`config.mk`:
```
export PLATFORM = sky130hd
export DESIGN_NAME = dsr_diag_record
export DESIGN_NICKNAME = d
export VERILOG_FILES = /design/src/hw/dsr_diag_record.v
export VERILOG_INCLUDE_DIRS = /design/src /design/src/hw
export SDC_FILE = /design/constraint.sdc
export NUM_CORES = 1
export LEC_CHECK = 0
export BUFFER_PORTS_ARGS = -buffer_cell sky130_fd_sc_hd__buf_2
export CAP_MARGIN = 25
export CORE_AREA = 3 3 157 159
export DETAILED_ROUTE_END_ITERATION = 12
export DIE_AREA = 0 0 160 162
export SLEW_MARGIN = 20
export SYNTH_ARGS = -nofsm -noshare
export SYNTH_HDL_FRONTEND = slang
export SYNTH_SLANG_ARGS = --single-unit
```
`constraint.sdc`:
```
create_clock -name SYS_CLK -period 3.85 [get_ports SYS_CLK]
set_clock_uncertainty 0.2 [all_clocks]
set_input_delay 0.77 -clock SYS_CLK [delete_from_list [all_inputs] [get_ports SYS_CLK]]
set_output_delay 0.77 -clock SYS_CLK [all_outputs]
set_load 0.03 [all_outputs]
```
`src/hw/dsr_consts.vh`:
```
`ifndef DSR_CONSTS_VH
`define DSR_CONSTS_VH

// ==========================================
// record byte offsets (subindex of the record)
`define DSR_OFS_BITS_PER_CH   8'h07
`define DSR_OFS_CH_COUNT      8'h08
`define DSR_OFS_GROUP_ERR     8'h09
`define DSR_OFS_CH0_ERR       8'h0a
`define DSR_OFS_CH3_ERR       8'h0d
`define DSR_OFS_RSVD_FIRST    8'h0e
`define DSR_OFS_RSVD_LAST     8'h11
`define DSR_OFS_STAMP         8'h13
`define DSR_OFS_STAMP_LAST    8'h16

// ==========================================
// fixed values
`define DSR_BITS_PER_CH_VAL   8'h08
`define DSR_CH_COUNT_VAL      8'h04

// ==========================================
// per-channel error byte fields
`define DSR_BIT_PARAM_ERR     0
`define DSR_BIT_UNDERRANGE    6
`define DSR_BIT_OVERRANGE     7

// ==========================================
// timing
`define DSR_CLK_PERIOD_NS     25
`define DSR_TICK_NS           1000
`define DSR_TICK_CYCLES       (`DSR_TICK_NS / `DSR_CLK_PERIOD_NS)
`define DSR_BLINK_HZ          2
`define DSR_BLINK_HALF_NS     (1000000000 / (2 * `DSR_BLINK_HZ))
`define DSR_BLINK_HALF_CYCLES (`DSR_BLINK_HALF_NS / `DSR_CLK_PERIOD_NS)

`endif

```
`src/hw/dsr_diag_record.v`:
```
`timescale 1ns/1ps
`include "dsr_consts.vh"
// Summary of operation
// - diagnostic bits per channel byte reads fixed value eight
// - channel count byte reads fixed value four
// - group error byte bit n set on error in channel group n
// - channel error byte bit zero set on parameter error
// - channel error byte bit six set on measuring range underflow
// - channel error byte bit seven set on measuring range overflow
// - timestamp captures microsecond ticker when a diagnostic event is recorded
// - ticker starts from zero at power-on, one step per microsecond
// - ticker wraps to zero after its maximum 32-bit count
// - fault LED lit on module error while bus power is good and no configuration error is present
// - run LED off when bus communication is impossible
// - run and fault both dark on bus power supply error
// - fault LED blinks at two hertz on configuration error
// - channel LED lit on range, parameter or wire-break error
// - errors light channel LED and are recorded, no interrupt raised
module dsr_diag_record #(
  parameter BLINK_HALF_CYCLES = `DSR_BLINK_HALF_CYCLES,
  parameter NUM_CH            = 4
) (
  input  wire              SYS_CLK,
  input  wire              RST_N,
  input  wire [7:0]        RD_ADDR,
  output reg  [7:0]        RD_DATA,
  input  wire [NUM_CH-1:0] CH_PARAM_ERR,
  input  wire [NUM_CH-1:0] CH_UNDERRANGE,
  input  wire [NUM_CH-1:0] CH_OVERRANGE,
  input  wire [NUM_CH-1:0] CH_WIRE_BREAK,
  input  wire              BUS_COMM_OK,
  input  wire              BUS_POWER_OK,
  input  wire              MODULE_ERR,
  input  wire              CONFIG_ERR,
  output reg               RUN_LED,
  output reg               MODULE_FAULT_LED,
  output reg  [NUM_CH-1:0] CHANNEL_STATUS_LED,
  output reg  [31:0]       DIAG_TIMESTAMP_US
);

  localparam NIN = 4 * NUM_CH + 4;

  // ==========================================
  // input synchronisers
  reg  [NIN-1:0] sync1_q;
  reg  [NIN-1:0] sync2_q;
  wire [NIN-1:0] raw_in = {CH_PARAM_ERR, CH_UNDERRANGE, CH_OVERRANGE, CH_WIRE_BREAK,
                           BUS_COMM_OK, BUS_POWER_OK, MODULE_ERR, CONFIG_ERR};

  always @(posedge SYS_CLK) begin
    if (!RST_N) begin
      sync1_q <= {NIN{1'b0}};
      sync2_q <= {NIN{1'b0}};
    end else begin
      sync1_q <= raw_in;
      sync2_q <= sync1_q;
    end
  end

  wire [NUM_CH-1:0] s_param = sync2_q[4*NUM_CH+3:3*NUM_CH+4];
  wire [NUM_CH-1:0] s_under = sync2_q[3*NUM_CH+3:2*NUM_CH+4];
  wire [NUM_CH-1:0] s_over  = sync2_q[2*NUM_CH+3:NUM_CH+4];
  wire [NUM_CH-1:0] s_wire  = sync2_q[NUM_CH+3:4];
  wire              s_bus   = sync2_q[3];
  wire              s_pwr   = sync2_q[2];
  wire              s_mod   = sync2_q[1];
  wire              s_cfg   = sync2_q[0];

  // ==========================================
  // microsecond ticker
  reg  [7:0]  pre_q;
  reg  [31:0] ticker_q;
  wire        us_tick = (pre_q == `DSR_TICK_CYCLES - 1);

  always @(posedge SYS_CLK) begin
    if (!RST_N) begin
      pre_q    <= 8'h00;
      ticker_q <= 32'h0000_0000;
    end else begin
      pre_q <= us_tick ? 8'h00 : pre_q + 8'h01;
      if (us_tick)
        ticker_q <= ticker_q + 32'h0000_0001;
    end
  end

  // ==========================================
  // per-channel error bytes and group flags
  wire [8*NUM_CH-1:0] ch_err_next;
  wire [NUM_CH-1:0]   grp_next;

  genvar g;
  generate
    for (g = 0; g < NUM_CH; g = g + 1) begin : g_ch
      assign ch_err_next[8*g+7:8*g] = {s_over[g], s_under[g], 5'h00, s_param[g]};
      assign grp_next[g] = s_over[g] | s_under[g] | s_param[g] | s_wire[g];
    end
  endgenerate

  reg [8*NUM_CH-1:0] ch_err_q;
  reg [NUM_CH-1:0]   grp_q;

  // a rise of any flag counts as a new diagnostic event; clearing does not restamp
  wire diag_event = |({ch_err_next, grp_next} & ~{ch_err_q, grp_q});

  always @(posedge SYS_CLK) begin
    if (!RST_N) begin
      ch_err_q          <= {8*NUM_CH{1'b0}};
      grp_q             <= {NUM_CH{1'b0}};
      DIAG_TIMESTAMP_US <= 32'h0000_0000;
    end else begin
      ch_err_q <= ch_err_next;
      grp_q    <= grp_next;
      if (diag_event)
        DIAG_TIMESTAMP_US <= ticker_q;
    end
  end

  // ==========================================
  // record read port
  reg [7:0] rd_d;
  reg [7:0] idx;

  always @* begin
    rd_d = 8'h00;
    idx  = RD_ADDR - `DSR_OFS_CH0_ERR;
    if (RD_ADDR == `DSR_OFS_BITS_PER_CH)
      rd_d = `DSR_BITS_PER_CH_VAL;
    else if (RD_ADDR == `DSR_OFS_CH_COUNT)
      rd_d = `DSR_CH_COUNT_VAL;
    else if (RD_ADDR == `DSR_OFS_GROUP_ERR)
      rd_d = {{(8-NUM_CH){1'b0}}, grp_q};
    else if (RD_ADDR >= `DSR_OFS_CH0_ERR && RD_ADDR <= `DSR_OFS_CH3_ERR)
      rd_d = ch_err_q[8*idx[1:0] +: 8];
    else if (RD_ADDR >= `DSR_OFS_STAMP && RD_ADDR <= `DSR_OFS_STAMP_LAST) begin
      idx  = RD_ADDR - `DSR_OFS_STAMP;
      rd_d = DIAG_TIMESTAMP_US[8*idx[1:0] +: 8];
    end
  end

  always @(posedge SYS_CLK) begin
    if (!RST_N)
      RD_DATA <= 8'h00;
    else
      RD_DATA <= rd_d;
  end

  // ==========================================
  // status LEDs
  reg [31:0] blink_cnt_q;
  reg        blink_q;

  // free-running so blinking phase is independent of when the error appears
  always @(posedge SYS_CLK) begin
    if (!RST_N) begin
      blink_cnt_q <= 32'h0000_0000;
      blink_q     <= 1'b0;
    end else if (blink_cnt_q == BLINK_HALF_CYCLES - 1) begin
      blink_cnt_q <= 32'h0000_0000;
      blink_q     <= ~blink_q;
    end else begin
      blink_cnt_q <= blink_cnt_q + 32'h0000_0001;
    end
  end

  always @(posedge SYS_CLK) begin
    if (!RST_N) begin
      RUN_LED            <= 1'b0;
      MODULE_FAULT_LED   <= 1'b0;
      CHANNEL_STATUS_LED <= {NUM_CH{1'b0}};
    end else begin
      CHANNEL_STATUS_LED <= grp_next;
      if (!s_pwr) begin
        RUN_LED          <= 1'b0;
        MODULE_FAULT_LED <= 1'b0;
      end else begin
        RUN_LED <= s_bus;
        MODULE_FAULT_LED <= s_cfg ? blink_q : s_mod;
      end
    end
  end

endmodule // dsr_diag_record

```
==> qor.csv <==
stage,metric,value,unit
status,status,finished clean,
sta,rsz0062_at_grt,no,
critical_path,cp-start-kind,flop,
sta,setup_violations,0,
detailed_routing,ant_nets,0,
critical_path,path_delay_family,simple AND/OR/NAND/NOR gates,
logic_synthesis,synth_top_area_cell,dfxtp_1,
die,start_util,29.73,%
clock_tree,cts_max_level,4,
logic_synthesis,synth_common_cells,"171 x dfxtp_1, 88 x nand2_1, 81 x nor2_1",
logic_synthesis,ys_types,51,
place,io_buffers,75,
logic_synthesis,yosysWarnings,0,
detailed_routing,via_per_inst,4.534,
clock_tree,cts_root_buffer,clkbuf_16,
grt,grt_pass1_vias,4884,
detailed_routing,vias,5137,
power_and_ir_drop,ir_worst_vdd,239.7,uV
logic_synthesis,syn_area_per_cell,9.465,um^2
sta,min_period,2.582,ns
grt,grt_use_total,11.92,%
finish,layout-drive-gt1-share,16.22,%
sta,tightest_slew,0.8872,ns
sta,slew_headroom,40.64,%
logic_synthesis,synth_enable_flop_cells,0,
logic_synthesis,yosysSeqAreaShare,49.21,%
finish,stdcell_count,1133,
finish,areaGrowthSynthToFinish,18.83,%
critical_path,arrival,2.72,ns
clock_tree,cts_tree,yes,
grt,grt_pass1_wl,25.30,mm
clock_tree,cts_buffer_depth,2,
critical_path,cp-end-kind,flop,
critical_path,crit_path_cell_trace,ha_1 -> and4bb_1 -> nand3_2 -> or4_1 -> or3_1 -> a21oi_1,
sta,fmaxAchievable,0.3873,GHz
critical_path,path_max_fanout,8,
logic_synthesis,synth_nets,773,
sta,hold_viol,0,
logic_synthesis,syn_area,6957,um^2
clock_tree,post_cts_buffers,0,
logic_synthesis,synthArstFlopShare,0,%
finish,final_nets,839,
die,pin_count,76,
power_and_ir_drop,powerDensity,445.2,nW/um^2
logic_synthesis,synth_area_leaders,"dfxtp_1 49%, and2_1 5.5%, mux2i_1 5.0%",
die,die_area,25920,um^2
critical_path,crit_buf_inv,0,
clock_tree,postCtsHoldBufs,0,
sta,slew_viol_final,0,
die,die_h,162,um
detailed_routing,drt-pass1-iter-count,4,
logic_synthesis,syn_inst,735,
critical_path,crit_slowest_cell,or4_1,
sta,tns,0,ns
critical_path,critPathKind,reg -> reg,
critical_path,ff2ff_path_depth,6,
detailed_routing,drtIter0Drc,414,
worst_hold_path,hold_path.class,reg -> reg,
finish,diodes,0,
finish,seq_area,3423,um^2
clock_tree,clk_latency,0.41,ns
die,rows,56,
detailed_routing,wirelength,15.14,mm
sta,timing.final.crit_share,67.06,%
grt,grt_start_max_net_pins,82,
clock_tree,cts.repair.resized,0,
clock_tree,cts_made_buffers,17,
power_and_ir_drop,p_leak,3.085,nW
critical_path,cp.depth,6,
place,dp.cells,1101,
detailed_routing,drc,0,
logic_synthesis,yosysMostFrequentCell,dfxtp_1,
logic_synthesis,ys_ff_latch,171,
grt,antenna_found_initial,0,
clock_tree,cts.clk_slew.worst_paths,0.07,ns
die,core,23400,um^2
grt,grt_overflow,0,
worst_hold_path,holdPathStages,1,
job,drv_cap,0,
die,die_w,160,um
logic_synthesis,yosysTopAreaCellShare,49.21,%
clock_tree,cts.sinks,171,
detailed_routing,post_drt_wl_per_cell,13.36,um
critical_path,worstPathRequired,3.99,ns
finish,multi_input_area,3348,um^2
logic_synthesis,synth-main-ff-cell,dfxtp_1,
place,globalplace.congestion,0.8940,
finish,fillers,2436,
critical_path,max_stage_delay,0.66,ns
place,post-dp-hpwl,10.74,mm
==> metal layers <==
layer	up-vias	GRT usage [%]	wire, um
li1	2629	-	-
met1	2389	16.27	7413
met2	106	18.11	6718
met3	13	3.213	735
met4	0	4.379	267
met5	-	0	0
==> cell families (layout without fill, tap and decap cells) <==
group / count (synthesis) / count (layout) / synth area share (%)
multiplexers: 46 / 46 / 8.597
XOR/XNOR: 58 / 58 / 7.302
flip-flops: 171 / 171 / 49.21
AO/OA/AOI/OAI: 32 / 32 / 2.860
buffers and inverters: 49 / 128 / 2.842
AND/OR/NAND/NOR: 371 / 371 / 27.75
adder cells (fa/ha/maj): 8 / 8 / 1.439
==> power breakdown <==
group / switching, mW / total (mW) / leakage (nW) / internal, mW
registers: 0.0172 / 1.82 / 1.39 / 1.80
logic: 0.0850 / 0.145 / 1.40 / 0.0604
clock network: 0.758 / 1.72 / 0.296 / 0.960
total: 0.861 / 3.68 / 3.09 / 2.82
==> sequential cells by signal, summed over array words and instances, names as in the netlist <==
signal	flops
ch_err_q	12
sync1_q	20
RUN_LED	1
sync2_q	20
blink_q	1
pre_q	8
DIAG_TIMESTAMP_US	32
RD_DATA	8
CHANNEL_STATUS_LED	4
MODULE_FAULT_LED	1
blink_cnt_q	32
ticker_q	32
==> final cells by class <==
class | count | area share [%]
clock buffers | 19 | 5.479
clock inverters | 13 | 1.831
inverters | 15 | 0.6811
multi-input cells | 515 | 40.50
flip-flops and latches | 171 | 41.41
well taps | 319 | 4.828
repair buffers | 81 | 5.267
==> cell usage in the layout, fill, tap and decap left out, types with 3 or more instances in the layout <==
cell type and instances:
mux4_2 11, buf_2 74, and3_1 13, nor2_1 81, dfxtp_1 171, or3_1 11
nor4_1 16, inv_1 14, inv_8 4, a21oi_1 10, a2111oi_0 3, nand2b_1 3
ha_1 8, and2_1 61, mux2i_1 35, and4_1 5, nand2_1 88, buf_4 6
nand3_1 27, nor2b_1 10, o21ai_0 9, xnor2_1 29, inv_6 4, nor3_1 13
xor2_1 29, or4_1 3, nand4_1 24, clkbuf_16 17
==> stage by stage <==
stage	cell area (um^2)	total power [mW]	util [%]	setup slack, ns	hold WS (ns)
3_3_place_gp	7662	2.005	32.74	0.9107	0.2133
3_5_place_dp	7662	2.007	32.74	0.8756	0.2179
4_1_cts	8267	3.738	35.32	1.246	0.2349
2_1_floorplan	6957	1.954	-	0.7783	0.2119
6_report	8267	3.681	35.32	1.268	0.2295
5_1_grt	8267	3.839	35.32	1.089	0.2524
==> path summary, 6_finish.rpt <==
kind,startpoint,to,slack [ns]
min reg2reg,sync1_q[3],sync2_q[3],0.23
max,pre_q[0],ticker_q[24],1.27
max reg2reg,pre_q[0],ticker_q[24],1.27
min,sync1_q[3],sync2_q[3],0.23
Note: power is estimated with default switching activity, not from simulation.
